==> src/hw/chgsp_pkg.sv <==
// Purpose: Shared constants and types of the charger setpoint register logic.
// Assumes: 100 MHz system clock, SMBus write-word access only.
// Notes: Summary of operation below.
// Summary of operation
// Voltage setpoint loads from SMBus write-word, command 0x15, 16-bit data.
// Voltage code is bits 14..4, 16 mV per step; other bits ignored.
// Voltage setpoint spans 1024 to 19200 mV; larger values clamp to 19200 mV.
// Voltage code below 1024 mV stops charging.
// Current setpoint loads from SMBus write-word, command 0x14, 16-bit data.
// Current code is bits 12..7, 128 mA per step; other bits ignored.
// Current setpoint spans 128 to 8064 mA; larger values clamp to 8064 mA.
// Current setpoint of zero stops charging.
// Reset clears both setpoints; charging waits for both commands again.
// Both gate-drive outputs stay low while the charger is disabled.
// Battery below 2.5 V forces 128 mA limit; stored setpoint kept.
// Current loop governs below voltage setpoint, voltage loop at it.
// Adapter current above input limit hands control to input loop.
// Input limit loads via command 0x3F, 256 mA steps, resets to 256 mA.
// No setpoint command within 175 s stops charging until both resent.
// Battery-select change halts charging at once, resumes after 10 ms.
// Enable needs both setpoints written, voltage not below minimum, current nonzero.
package chgsp_pkg;

  localparam longint unsigned CLK_HZ          = 100_000_000;
  localparam longint unsigned TIMEOUT_S       = 175;
  localparam longint unsigned TIMEOUT_CYCLES  = TIMEOUT_S * CLK_HZ;
  localparam longint unsigned SEL_HOLD_MS     = 10;
  localparam longint unsigned SEL_HOLD_CYCLES = (SEL_HOLD_MS * CLK_HZ) / 1000;

  localparam logic [6:0] SLAVE_ADDR = 7'h09;

  localparam logic [7:0] CMD_CHARGE_CURRENT = 8'h14;
  localparam logic [7:0] CMD_CHARGE_VOLTAGE = 8'h15;
  localparam logic [7:0] CMD_INPUT_LIMIT    = 8'h3f;

  localparam int VOLT_LSB_POS = 4;
  localparam int VOLT_MSB_POS = 14;
  localparam int CURR_LSB_POS = 7;
  localparam int CURR_MSB_POS = 12;
  localparam int INLIM_LSB_POS = 7;
  localparam int INLIM_MSB_POS = 12;

  localparam logic [14:0] VOLT_STEP_MV = 15'h0010;
  localparam logic [10:0] VOLT_MIN_CODE = 11'h040;
  localparam logic [14:0] VOLT_MAX_MV  = 15'h4b00;
  localparam logic [12:0] CURR_STEP_MA = 13'h0080;
  localparam logic [12:0] CURR_MAX_MA  = 13'h1f80;
  localparam logic [12:0] FOLDBACK_MA  = 13'h0080;
  localparam logic [13:0] INLIM_STEP_MA = 14'h0100;
  localparam logic [13:0] INLIM_MAX_MA  = 14'h2afc;

  localparam logic [10:0] VOLT_CODE_RESET  = 11'h000;
  localparam logic [5:0]  CURR_CODE_RESET  = 6'h00;
  localparam logic [5:0]  INLIM_CODE_RESET = 6'h01;

  typedef enum logic [1:0] {
    LOOP_OFF,
    LOOP_CHARGE_CURRENT,
    LOOP_VOLTAGE,
    LOOP_INPUT_CURRENT
  } chgsp_loop_t;

  typedef struct packed {
    logic [14:0] voltage_mv;
    logic [12:0] current_ma;
    logic [13:0] input_ma;
  } chgsp_setpoint_t;

  typedef struct packed {
    logic scl;
    logic sda;
    logic battery_select;
    logic battery_low;
    logic at_setpoint;
    logic input_over;
    logic pwm;
  } chgsp_inputs_t;

endpackage

==> src/hw/chgsp_sync.sv <==
// Purpose: Two-flop synchroniser for a group of asynchronous inputs.
// Assumes: Each bit is an independent level.
// Notes: Reset value chosen per bit so idle bus lines start high.
`timescale 1ns/100ps
`default_nettype none
module chgsp_sync #(
  parameter int               WIDTH     = 1,
  parameter logic [WIDTH-1:0] RESET_VAL = '0
) (
  input  wire logic             clock, // System clock.
  input  wire logic             rst,   // Synchronous reset, active high.
  input  wire logic [WIDTH-1:0] d,     // Asynchronous inputs.
  output logic      [WIDTH-1:0] q      // Synchronised outputs.
);

  logic [WIDTH-1:0] meta_reg;

  always_ff @(posedge clock) begin
    if (rst) begin
      meta_reg <= RESET_VAL;
      q        <= RESET_VAL;
    end else begin
      meta_reg <= d;
      q        <= meta_reg;
    end
  end

endmodule
`default_nettype wire

==> src/hw/chgsp_top.sv <==
// Purpose: SMBus setpoint registers and charge enable control of a battery charger.
// Assumes: Analog loops report as digital comparator levels; all such inputs are asynchronous.
// Notes: Registers are write-only; a read address phase is not acknowledged.
`timescale 1ns/100ps
`default_nettype none
module chgsp_top #(
  parameter logic [35:0] TIMEOUT_CYCLES  = 36'(chgsp_pkg::TIMEOUT_CYCLES),
  parameter logic [19:0] SEL_HOLD_CYCLES = 20'(chgsp_pkg::SEL_HOLD_CYCLES)
) (
  input  wire logic              clock,               // System clock, 100 MHz.
  input  wire logic              rst,                 // Synchronous reset, active high.
  input  wire logic              scl_in,              // SMBus clock pin.
  input  wire logic              sda_in,              // SMBus data pin, level seen on the wire.
  output logic                   sda_out,             // SMBus data drive value, always low.
  output logic                   sda_oe,              // High while pulling SDA low.
  input  wire logic              battery_select_in,   // Low picks first battery, high the second.
  input  wire logic              battery_low_in,      // Battery voltage below 2.5 V.
  input  wire logic              at_setpoint_in,      // Selected battery reached voltage setpoint.
  input  wire logic              input_over_in,       // Adapter current above input limit.
  input  wire logic              pwm_in,              // Modulator phase, high selects high-side.
  output logic                   high_side_gate_out,  // High-side gate drive.
  output logic                   low_side_gate_out,   // Low-side gate drive.
  output logic                   charge_enable,       // Charger running.
  output logic                   remote_sense_second, // High when second battery sense is monitored.
  output chgsp_pkg::chgsp_loop_t loop_select,         // Regulation loop in control.
  output chgsp_pkg::chgsp_setpoint_t setpoint         // Effective setpoints in mV and mA.
);

  typedef enum logic [2:0] {
    ST_IDLE,
    ST_ADDR,
    ST_CMD,
    ST_DATA_LOW,
    ST_DATA_HIGH,
    ST_IGNORE
  } chgsp_bus_state_t;

  chgsp_pkg::chgsp_inputs_t raw_in;
  chgsp_pkg::chgsp_inputs_t syn;

  assign raw_in = '{scl: scl_in, sda: sda_in, battery_select: battery_select_in,
                    battery_low: battery_low_in, at_setpoint: at_setpoint_in,
                    input_over: input_over_in, pwm: pwm_in};

  chgsp_sync #(
    .WIDTH     (7),
    .RESET_VAL (7'h60)
  ) u_sync (
    .clock (clock),
    .rst   (rst),
    .d     (raw_in),
    .q     (syn)
  );

  // SMBus receiver.
  chgsp_bus_state_t bus_state_reg;
  logic             scl_prev_reg;
  logic             sda_prev_reg;
  logic [7:0]       shift_reg;
  logic [3:0]       bit_cnt_reg;
  logic             ack_phase_reg;
  logic [7:0]       cmd_reg;
  logic [7:0]       data_low_reg;
  logic [15:0]      wr_data_reg;
  logic [7:0]       wr_cmd_reg;
  logic             wr_stb_reg;
  logic             scl_rise;
  logic             scl_fall;
  logic             bus_start;
  logic             bus_stop;

  assign scl_rise  = syn.scl & ~scl_prev_reg;
  assign scl_fall  = ~syn.scl & scl_prev_reg;
  assign bus_start = syn.scl & scl_prev_reg & sda_prev_reg & ~syn.sda;
  assign bus_stop  = syn.scl & scl_prev_reg & ~sda_prev_reg & syn.sda;

  always_ff @(posedge clock) begin
    if (rst) begin
      scl_prev_reg <= 1'b1;
      sda_prev_reg <= 1'b1;
    end else begin
      scl_prev_reg <= syn.scl;
      sda_prev_reg <= syn.sda;
    end
  end

  always_ff @(posedge clock) begin
    if (rst) begin
      bus_state_reg <= ST_IDLE;
      shift_reg     <= 8'h00;
      bit_cnt_reg   <= 4'h0;
      ack_phase_reg <= 1'b0;
      sda_oe        <= 1'b0;
      cmd_reg       <= 8'h00;
      data_low_reg  <= 8'h00;
      wr_data_reg   <= 16'h0000;
      wr_cmd_reg    <= 8'h00;
      wr_stb_reg    <= 1'b0;
    end else begin
      wr_stb_reg <= 1'b0;
      if (bus_start) begin
        bus_state_reg <= ST_ADDR;
        bit_cnt_reg   <= 4'h0;
        ack_phase_reg <= 1'b0;
        sda_oe        <= 1'b0;
      end else if (bus_stop) begin
        bus_state_reg <= ST_IDLE;
        ack_phase_reg <= 1'b0;
        sda_oe        <= 1'b0;
      end else if (bus_state_reg != ST_IDLE) begin
        if (scl_rise && bit_cnt_reg < 4'h8) begin
          shift_reg   <= {shift_reg[6:0], syn.sda};
          bit_cnt_reg <= bit_cnt_reg + 4'h1;
        end else if (scl_fall && ack_phase_reg) begin
          // Acknowledge slot over; let the line go before the next bit.
          ack_phase_reg <= 1'b0;
          sda_oe        <= 1'b0;
          bit_cnt_reg   <= 4'h0;
        end else if (scl_fall && bit_cnt_reg == 4'h8) begin
          ack_phase_reg <= 1'b1;
          case (bus_state_reg)
            ST_ADDR: begin
              if (shift_reg[7:1] == chgsp_pkg::SLAVE_ADDR && !shift_reg[0]) begin
                sda_oe        <= 1'b1;
                bus_state_reg <= ST_CMD;
              end else begin
                bus_state_reg <= ST_IGNORE;
              end
            end
            ST_CMD: begin
              sda_oe        <= 1'b1;
              cmd_reg       <= shift_reg;
              bus_state_reg <= ST_DATA_LOW;
            end
            ST_DATA_LOW: begin
              sda_oe        <= 1'b1;
              data_low_reg  <= shift_reg;
              bus_state_reg <= ST_DATA_HIGH;
            end
            ST_DATA_HIGH: begin
              // Word complete: low byte first, then high byte.
              sda_oe        <= 1'b1;
              wr_data_reg   <= {shift_reg, data_low_reg};
              wr_cmd_reg    <= cmd_reg;
              wr_stb_reg    <= 1'b1;
              bus_state_reg <= ST_IGNORE;
            end
            default: begin
              sda_oe <= 1'b0;
            end
          endcase
        end
      end
    end
  end

  always_ff @(posedge clock) begin
    if (rst) begin
      sda_out <= 1'b0;
    end else begin
      sda_out <= 1'b0;
    end
  end

  // Setpoint storage and command watchdog.
  logic [10:0] volt_code_reg;
  logic [5:0]  curr_code_reg;
  logic [5:0]  inlim_code_reg;
  logic        volt_written_reg;
  logic        curr_written_reg;
  logic [35:0] wdog_cnt_reg;
  logic        wdog_expired;
  logic        wr_volt;
  logic        wr_curr;

  assign wr_volt      = wr_stb_reg && wr_cmd_reg == chgsp_pkg::CMD_CHARGE_VOLTAGE;
  assign wr_curr      = wr_stb_reg && wr_cmd_reg == chgsp_pkg::CMD_CHARGE_CURRENT;
  assign wdog_expired = volt_written_reg && curr_written_reg && wdog_cnt_reg >= TIMEOUT_CYCLES - 36'h1;

  always_ff @(posedge clock) begin
    if (rst) begin
      volt_code_reg    <= chgsp_pkg::VOLT_CODE_RESET;
      curr_code_reg    <= chgsp_pkg::CURR_CODE_RESET;
      inlim_code_reg   <= chgsp_pkg::INLIM_CODE_RESET;
      volt_written_reg <= 1'b0;
      curr_written_reg <= 1'b0;
    end else begin
      // A timeout landing with a write keeps the write: the write is evaluated last.
      if (wdog_expired) begin
        volt_written_reg <= 1'b0;
        curr_written_reg <= 1'b0;
      end
      if (wr_volt) begin
        volt_code_reg    <= wr_data_reg[chgsp_pkg::VOLT_MSB_POS:chgsp_pkg::VOLT_LSB_POS];
        volt_written_reg <= 1'b1;
      end
      if (wr_curr) begin
        curr_code_reg    <= wr_data_reg[chgsp_pkg::CURR_MSB_POS:chgsp_pkg::CURR_LSB_POS];
        curr_written_reg <= 1'b1;
      end
      if (wr_stb_reg && wr_cmd_reg == chgsp_pkg::CMD_INPUT_LIMIT) begin
        inlim_code_reg <= wr_data_reg[chgsp_pkg::INLIM_MSB_POS:chgsp_pkg::INLIM_LSB_POS];
      end
    end
  end

  always_ff @(posedge clock) begin
    if (rst) begin
      wdog_cnt_reg <= 36'h0;
    end else if (wr_volt || wr_curr || !(volt_written_reg && curr_written_reg)) begin
      wdog_cnt_reg <= 36'h0;
    end else begin
      wdog_cnt_reg <= wdog_cnt_reg + 36'h1;
    end
  end

  // Battery-select change hold-off.
  logic        sel_prev_reg;
  logic [19:0] hold_cnt_reg;
  logic        sel_change;

  assign sel_change = syn.battery_select ^ sel_prev_reg;

  always_ff @(posedge clock) begin
    if (rst) begin
      sel_prev_reg <= 1'b0;
      hold_cnt_reg <= 20'h0;
    end else begin
      sel_prev_reg <= syn.battery_select;
      if (sel_change) begin
        hold_cnt_reg <= SEL_HOLD_CYCLES;
      end else if (hold_cnt_reg != 20'h0) begin
        hold_cnt_reg <= hold_cnt_reg - 20'h1;
      end
    end
  end

  // Effective setpoints and enable.
  logic [14:0] volt_mv;
  logic [12:0] curr_ma;
  logic [13:0] inlim_ma;
  logic        enable_next;

  always_comb begin
    volt_mv = 15'(volt_code_reg * chgsp_pkg::VOLT_STEP_MV);
    if (volt_mv > chgsp_pkg::VOLT_MAX_MV) begin
      volt_mv = chgsp_pkg::VOLT_MAX_MV;
    end
    curr_ma = 13'(curr_code_reg * chgsp_pkg::CURR_STEP_MA);
    if (curr_ma > chgsp_pkg::CURR_MAX_MA) begin
      curr_ma = chgsp_pkg::CURR_MAX_MA;
    end
    if (syn.battery_low) begin
      curr_ma = chgsp_pkg::FOLDBACK_MA;
    end
    // An input-limit code of zero still gives the lowest step.
    inlim_ma = 14'(inlim_code_reg * chgsp_pkg::INLIM_STEP_MA);
    if (inlim_code_reg == 6'h00) begin
      inlim_ma = chgsp_pkg::INLIM_STEP_MA;
    end else if (inlim_ma > chgsp_pkg::INLIM_MAX_MA) begin
      inlim_ma = chgsp_pkg::INLIM_MAX_MA;
    end
  end

  assign enable_next = volt_written_reg && curr_written_reg && !wdog_expired
                       && volt_code_reg >= chgsp_pkg::VOLT_MIN_CODE
                       && curr_code_reg != 6'h00
                       && hold_cnt_reg == 20'h0 && !sel_change;

  always_ff @(posedge clock) begin
    if (rst) begin
      charge_enable       <= 1'b0;
      remote_sense_second <= 1'b0;
      setpoint            <= '0;
    end else begin
      charge_enable       <= enable_next;
      remote_sense_second <= syn.battery_select;
      setpoint            <= '{voltage_mv: volt_mv, current_ma: curr_ma, input_ma: inlim_ma};
    end
  end

  always_ff @(posedge clock) begin
    if (rst) begin
      loop_select <= chgsp_pkg::LOOP_OFF;
    end else if (!enable_next) begin
      loop_select <= chgsp_pkg::LOOP_OFF;
    end else if (syn.input_over) begin
      loop_select <= chgsp_pkg::LOOP_INPUT_CURRENT;
    end else if (syn.at_setpoint) begin
      loop_select <= chgsp_pkg::LOOP_VOLTAGE;
    end else begin
      loop_select <= chgsp_pkg::LOOP_CHARGE_CURRENT;
    end
  end

  always_ff @(posedge clock) begin
    if (rst) begin
      high_side_gate_out <= 1'b0;
      low_side_gate_out  <= 1'b0;
    end else begin
      high_side_gate_out <= enable_next & syn.pwm;
      low_side_gate_out  <= enable_next & ~syn.pwm;
    end
  end

endmodule
`default_nettype wire

==> config.mk <==
export PLATFORM = sky130hd
export DESIGN_NAME = chgsp_top
export DESIGN_NICKNAME = d
export VERILOG_FILES = /design/src/hw/chgsp_pkg.sv /design/src/hw/chgsp_sync.sv /design/src/hw/chgsp_top.sv
export SDC_FILE = /design/constraint.sdc
export NUM_CORES = 1
export LEC_CHECK = 0
export BUFFER_PORTS_ARGS = -buffer_cell sky130_fd_sc_hd__buf_2
export CAP_MARGIN = 20
export CORE_MARGIN = 4
export CORE_UTILIZATION = 45
export DETAILED_ROUTE_END_ITERATION = 6
export SYNTH_ARGS = -nofsm -noshare
export SYNTH_HDL_FRONTEND = slang
export SYNTH_SLANG_ARGS = --single-unit
==> constraint.sdc <==
create_clock -name clock -period 2.5 [get_ports clock]
set_clock_uncertainty 0.1 [all_clocks]
set_input_delay 0.75 -clock clock [delete_from_list [all_inputs] [get_ports clock]]
set_output_delay 0.75 -clock clock [all_outputs]
set_load 0.005 [all_outputs]
---- Yosys cells after proc, flatten, opt, wreduce, memory -nomap -nowiden ----
Index checks and enable logic that the tools add are counted.
word-level totals
  flip-flop bits (word level) ............. 202
  bits of input ports ..................... 9
  output and inout bits ................... 50
  word-level logic and storage cells ...... 161
operators by class
  add/sub/neg operators ................... 3
  magnitude comparators ................... 6
  equal/unequal tests ..................... 12
  mux-type cells .......................... 29
  bitwise operators ....................... 22
  reductions and logical operators ........ 54
operators with widths
  operator                                                              number
  2-to-1 mux 20 bit                                                     2
  adder 36 x 1 -> 36 bit (second input constant)                        1
  greater-or-equal comparator 36 x 35 -> 1 bit (second input constant)  1
  AND reduction 7 bit                                                   3
  logical NOT 20 bit                                                    1
  nonzero test 20 bit                                                   1
  subtractor 20 x 1 -> 20 bit (second input constant)                   1
  == test 8 x 5 -> 1 bit (second input constant)                        2
  > comparator 15 bit (second input constant)                           1
  2-to-1 mux 1 bit                                                      15
  2-to-1 mux 15 bit                                                     1
  > comparator 14 bit (second input constant)                           1
  logical AND 1 bit                                                     14
  2-to-1 mux 14 bit                                                     1
  OR reduction 2 bit                                                    7
  > comparator 13 bit (second input constant)                           1
  2-to-1 mux 13 bit                                                     1
  NOT 1 bit                                                             12
  one-hot mux 3 bit (4 select lines)                                    1
  nonzero test 6 bit                                                    2
  greater-or-equal comparator 11 x 7 -> 1 bit (second input constant)   1
  AND reduction 5 bit                                                   2
  nonzero test 2 bit                                                    5
  bitwise AND 1 bit                                                     9
  other kinds (25)                                                      40

---- Longest topological paths before layout ----
  depth in word-level cells ............... 10
  gate-level depth with buffers ........... 9
  gate-level depth less buffers ........... 8

---- By module ----
From an unflattened synthesis, not the netlist that was laid out.
unflattened totals
  cells, all modules ...................... 781
  area, all modules ....................... 7049.3 um^2
by module, submodules not included
  module      times used  cells each  area each (um^2)  seq. area each (um^2)
  chgsp_top   1           752         6665.1            3243.1
  chgsp_sync  1           29          384.1             280.3

---- Least setup slack after synthesis ----
No wires, ideal clock.
  path type ............................... in2reg
  from .................................... input port rst
  to ...................................... register loop_select[0]
  library setup time ...................... 0.078 ns
  data arrival time ....................... 1.897 ns
  required time ........................... 2.322 ns
  setup slack ............................. 0.424 ns
  stages .................................. 5
  buffers on the path ..................... 1
  cell sequence ........................... clkbuf_1 > inv_1 > nand2_1 > or4_1 > nor3_1
on the way
  cells in the longest elaborated chain, start to end .. 1
ends and longest elaborated chain
  element                              RTL line          source
  from (decl)                          chgsp_top.sv:11   input wire logic rst,
  OR reduction 2 bit (no source line)  --
  to (signal assigned)                 chgsp_top.sv:284  loop_select <= chgsp_pkg::LOOP_OFF;
  to (signal assigned)                 chgsp_top.sv:286  loop_select <= chgsp_pkg::LOOP_OFF;
  to (signal assigned)                 chgsp_top.sv:288  loop_select <= chgsp_pkg::LOOP_INPUT_CURRENT;
  to (decl)                            chgsp_top.sv:25   output chgsp_pkg::chgsp_loop_t loop_select,
Every way passes these cells.
A chain may end at the register's enable or synchronous reset.

---- Worst setup path in the final report ----
  from .................................... register bit_cnt_reg[0]
  to ...................................... register bus_state_reg[0]
on the way
  cells in the longest elaborated chain, start to end .. 4
  elaborated cells on any way between the ends .. 7
  classes of those cells .................. order compare (1); eq/ne (2); reduce/logical (4)
ends and longest elaborated chain
  element                                                                       RTL line                            source
  from (decl)                                                                   chgsp_top.sv:60                     logic [3:0] bit_cnt_reg;
  from (signal assigned)                                                        chgsp_top.sv:113                    bit_cnt_reg <= bit_cnt_reg + 4'h1;
  < comparator 4 bit or == test 4 bit (tied branches)                           chgsp_top.sv:111, chgsp_top.sv:119
  logical AND 1 bit (on tied branches)                                          chgsp_top.sv:111, chgsp_top.sv:119
  inequality test 3 bit (no source line) or nonzero test 3 bit (tied branches)  --
  AND reduction 5 bit (no source line) *                                        --
  to (signal assigned)                                                          chgsp_top.sv:107                    bus_state_reg <= ST_IDLE;
  to (signal assigned)                                                          chgsp_top.sv:125                    bus_state_reg <= ST_CMD;
  to (signal assigned)                                                          chgsp_top.sv:127                    bus_state_reg <= ST_IGNORE;
  to (decl)                                                                     chgsp_top.sv:56                     chgsp_bus_state_t bus_state_reg;
Every way passes the cells marked *; elsewhere a longest branch is shown, timed or not.

==> reports/summary.md <==
The placed instances occupy a cell area of 7400 um2. The logs give 2770 ps for the critical path required time and 0 ps for the setup total negative slack. The number of flops mapped to enable cells by yosys was 0.

The fraction of final layout cells sized beyond drive strength 1 is 12.3%. The synthesized design contains 176 register bits. The run gives 0 as the remaining design rule violation count.

Global routing used 15.7% of the available tracks. Setup repair after global routing left no endpoint under its margin. In this run the number of H-tree levels came out at 4. The largest net degree at the start of global routing is 74, and the routed length per placed instance is 13.0 um.

After global routing the overflow that remains totals 0. In this run, CTS created clock tree buffers numbering 17. Static timing analysis puts the maximum clock frequency at 453 MHz.

The proportion of synthesized flip-flops having asynchronous set or reset is 0%, and the instance count of the mapped netlist is 773. The deepest clock path buffer count is 2. The max-cap check violation count was 0; the largest driver fanout on the critical path was 9.

For this design the ratio of total power to cell area is 846 nW/um2. The register with the most flip-flops in the layout has 36 of them. The worst path uses 88.4% of the clock period.

The tools report the startpoint kind of the worst setup timing path as a flip-flop. STA puts the critical path data arrival time at 2480 ps. The min-delay analysis places its worst path in the category reg2reg. Count of final max-slew check failures: 0.

The initialized floorplan defines 45 standard-cell rows. TritonCTS built the clock tree. For this block, the initial DRC count from the detailed router was 315. Input and output buffers added on the ports amount to 44. The die is 133 um tall. After routing the design area is 8020 um2.

The tools report the number of warning messages in the yosys log as 0. The initial cell density of the core came out at 46.1%. Measured against its own limit, the worst slew margin works out to 57.5%. Most used flip-flop cell after synthesis: sky130_fd_sc_hd__dfxtp_1. The logs give 0.463 mV for the peak ir drop on the vdd network and 0 for the setup-violating endpoint count in the final report. In this run the post-CTS setup repair buffer count came out at 0. Clock-pin slew was measured on the worst setup and hold paths at 70 ps. STA classifies the critical path endpoint as a flip-flop. The count of nets left with antenna violations once routing finished came out at 0. For the global placer's final weighted congestion, the log shows 0.822. Compared with the post-synthesis result, the final layout area differs by 14.1%. The x dimension of the die works out to 133 um. Hold repair after CTS inserted 0 buffers.

The total number of clock tree sinks is 176, and the post-detailed-routing wire length is 13500 um. The via total after detailed routing was 5187; the post-synthesis area per instance was 9.10 um2. For the pin with the worst max-slew slack, the measured transition is 635 ps. Dividing the detail-routed via count by the number of cells gives 5.00.

After clock tree synthesis, the repair step resized 0 gates. The tools report the static leakage as 3.22 nW. The run finished with clean final reports.

For this design the top-level I/O count stands at 59. In this run the clock root is driven by a sky130_fd_sc_hd__clkbuf_16. The number of antenna violations at the first check in global routing is 0.

Number of hold-slack violations in the final timing report: 0. The first-pass iteration count of the detailed router was 4; the post-synthesis sequential area ratio was 50.1%. Across all setup checks in the final design, the least slack found is 291 ps. The synthesized netlist occupies a cell area of 7030 um2.

At the end of the flow, the number of nets in the layout was 826. Timing analysis after detailed placement gives a worst setup slack of 360 ps. Across all hold checks on the routed design, the worst slack comes to 312 ps.

The logs give 4949 for the number of global-route vias before repair and 0 for the number of antenna diodes. Counting I/O delays and the setup requirement, the final critical path takes 2210 ps. Summed over all nets, the half-perimeter wirelength after detailed placement is 9470 um. Fill cells in the final layout number 1406. The tools report the wire length of the first global-routing pass as 23100 um. The logs give 420 ps for the clock network latency to the later pin of the worst-skew pair and 52.6% for the fraction of the core area covered by cells at the end of the flow. The worst setup path is of the reg2reg kind.

The die covers 17700 um2. The floorplan step defined a core boundary enclosing 15300 um2. The tools report the count of cell types in the netlist as 55.
-- per-layer routing --
layer  vias up  track usage, %  part of all wire, %
li1       2668               -                    -
met1      2451            19.6                   48
met2        59            26.3                   49
met3         9            4.11                  2.7
met4         0            5.66                 0.93
met5         -               0                    0
-- cells by family (layout without fill, tap and decap cells) --
| group | after synthesis | count (layout) | synth area share [%] |
|---|---|---|---|
| adder cells (fa/ha/maj) | 4 | 4 | 0.712 |
| AND/OR/NAND/NOR | 346 | 346 | 24.4 |
| AO/OA/AOI/OAI | 76 | 76 | 6.42 |
| multiplexers | 48 | 48 | 6.85 |
| buffers and inverters | 73 | 113 | 5.28 |
| other | 1 | 14 | 0.0533 |
| flip-flops | 176 | 176 | 50.1 |
| XOR/XNOR | 49 | 49 | 6.21 |
-- cell usage in the layout, fill, tap and decap left out, drive strengths merged, types with 13 or more instances in the layout --
master and n:
clkbuf 22, a21oi 42, nor2b 22, inv 25
buf 58, conb 14, nor3 24, xor2 13
nor4 24, mux2i 47, nand2 57, and3 13
nand3 33, dfxtp 176, nor2 121, xnor2 36
-- worst paths after layout --
path         slack [ps]  depth (start not counted)                from          endpoint
min                 310                          1  u_sync.meta_reg[6]       u_sync.q[6]
min reg2reg         310                          1  u_sync.meta_reg[6]       u_sync.q[6]
max                 290                          9      bit_cnt_reg[0]  bus_state_reg[0]
max reg2reg         290                          9      bit_cnt_reg[0]  bus_state_reg[0]
-- through the flow --
step,total power [mW],std cells
after global placement,4.09,1005
after floorplan,3.97,786
after global routing,7.12,1037
after CTS,6.86,1037
final,6.79,1037
after detailed placement,4.13,1005
-- worst max-delay path, stage by stage, from the launching register on --
cell,delay [ps]
sky130_fd_sc_hd__dfxtp_1,320
sky130_fd_sc_hd__inv_1,100
sky130_fd_sc_hd__ha_1,140
sky130_fd_sc_hd__and3b_1,200
sky130_fd_sc_hd__nand3b_1,150
sky130_fd_sc_hd__or4b_1,540
sky130_fd_sc_hd__buf_4,200
sky130_fd_sc_hd__o211a_1,130
sky130_fd_sc_hd__a21oi_1,120
sky130_fd_sc_hd__o21a_1,130
-- cells in the mapped netlist, types with 5 or more instances --
cell type / count / share of area [%]
sky130_fd_sc_hd__a21oi_1: 42 / 3.0
sky130_fd_sc_hd__and2_1: 8 / 0.71
sky130_fd_sc_hd__and3_1: 13 / 1.2
sky130_fd_sc_hd__buf_2: 9 / 0.64
sky130_fd_sc_hd__buf_4: 21 / 2.2
sky130_fd_sc_hd__clkbuf_1: 18 / 0.96
sky130_fd_sc_hd__dfxtp_1: 176 / 50
sky130_fd_sc_hd__inv_1: 23 / 1.2
sky130_fd_sc_hd__mux2i_1: 47 / 6.7
sky130_fd_sc_hd__nand2_1: 57 / 3.0
sky130_fd_sc_hd__nand3_1: 33 / 2.3
sky130_fd_sc_hd__nand4_1: 9 / 0.80
sky130_fd_sc_hd__nor2_1: 121 / 6.5
sky130_fd_sc_hd__nor2b_1: 22 / 2.0
sky130_fd_sc_hd__nor3_1: 24 / 1.7
sky130_fd_sc_hd__nor4_1: 21 / 1.9
sky130_fd_sc_hd__o21ai_0: 10 / 0.71
sky130_fd_sc_hd__or2_2: 6 / 0.53
sky130_fd_sc_hd__or3_1: 9 / 0.80
sky130_fd_sc_hd__or4_1: 5 / 0.53
sky130_fd_sc_hd__xnor2_1: 35 / 4.4
sky130_fd_sc_hd__xor2_1: 13 / 1.6
-- power breakdown --
group / leakage (nW) / internal, mW / switching [mW] / total, mW
Sequential: 1.42 / 2.96 / 0.146 / 3.10
Combinational: 1.49 / 0.426 / 0.544 / 0.970
Clock: 0.297 / 1.64 / 1.08 / 2.72
-- area by class of cell --
class | count | area [um2] | area share [%]
clock buffers | 22 | 464 | 5.79
inverters | 23 | 86.3 | 1.08
multi-input cells | 537 | 3190 | 39.8
well taps | 211 | 264 | 3.29
clock inverters | 10 | 153 | 1.90
flip-flops and latches | 176 | 3520 | 43.9
repair buffers | 58 | 338 | 4.21
No activity file was read; power rests on OpenSTA's default activity.
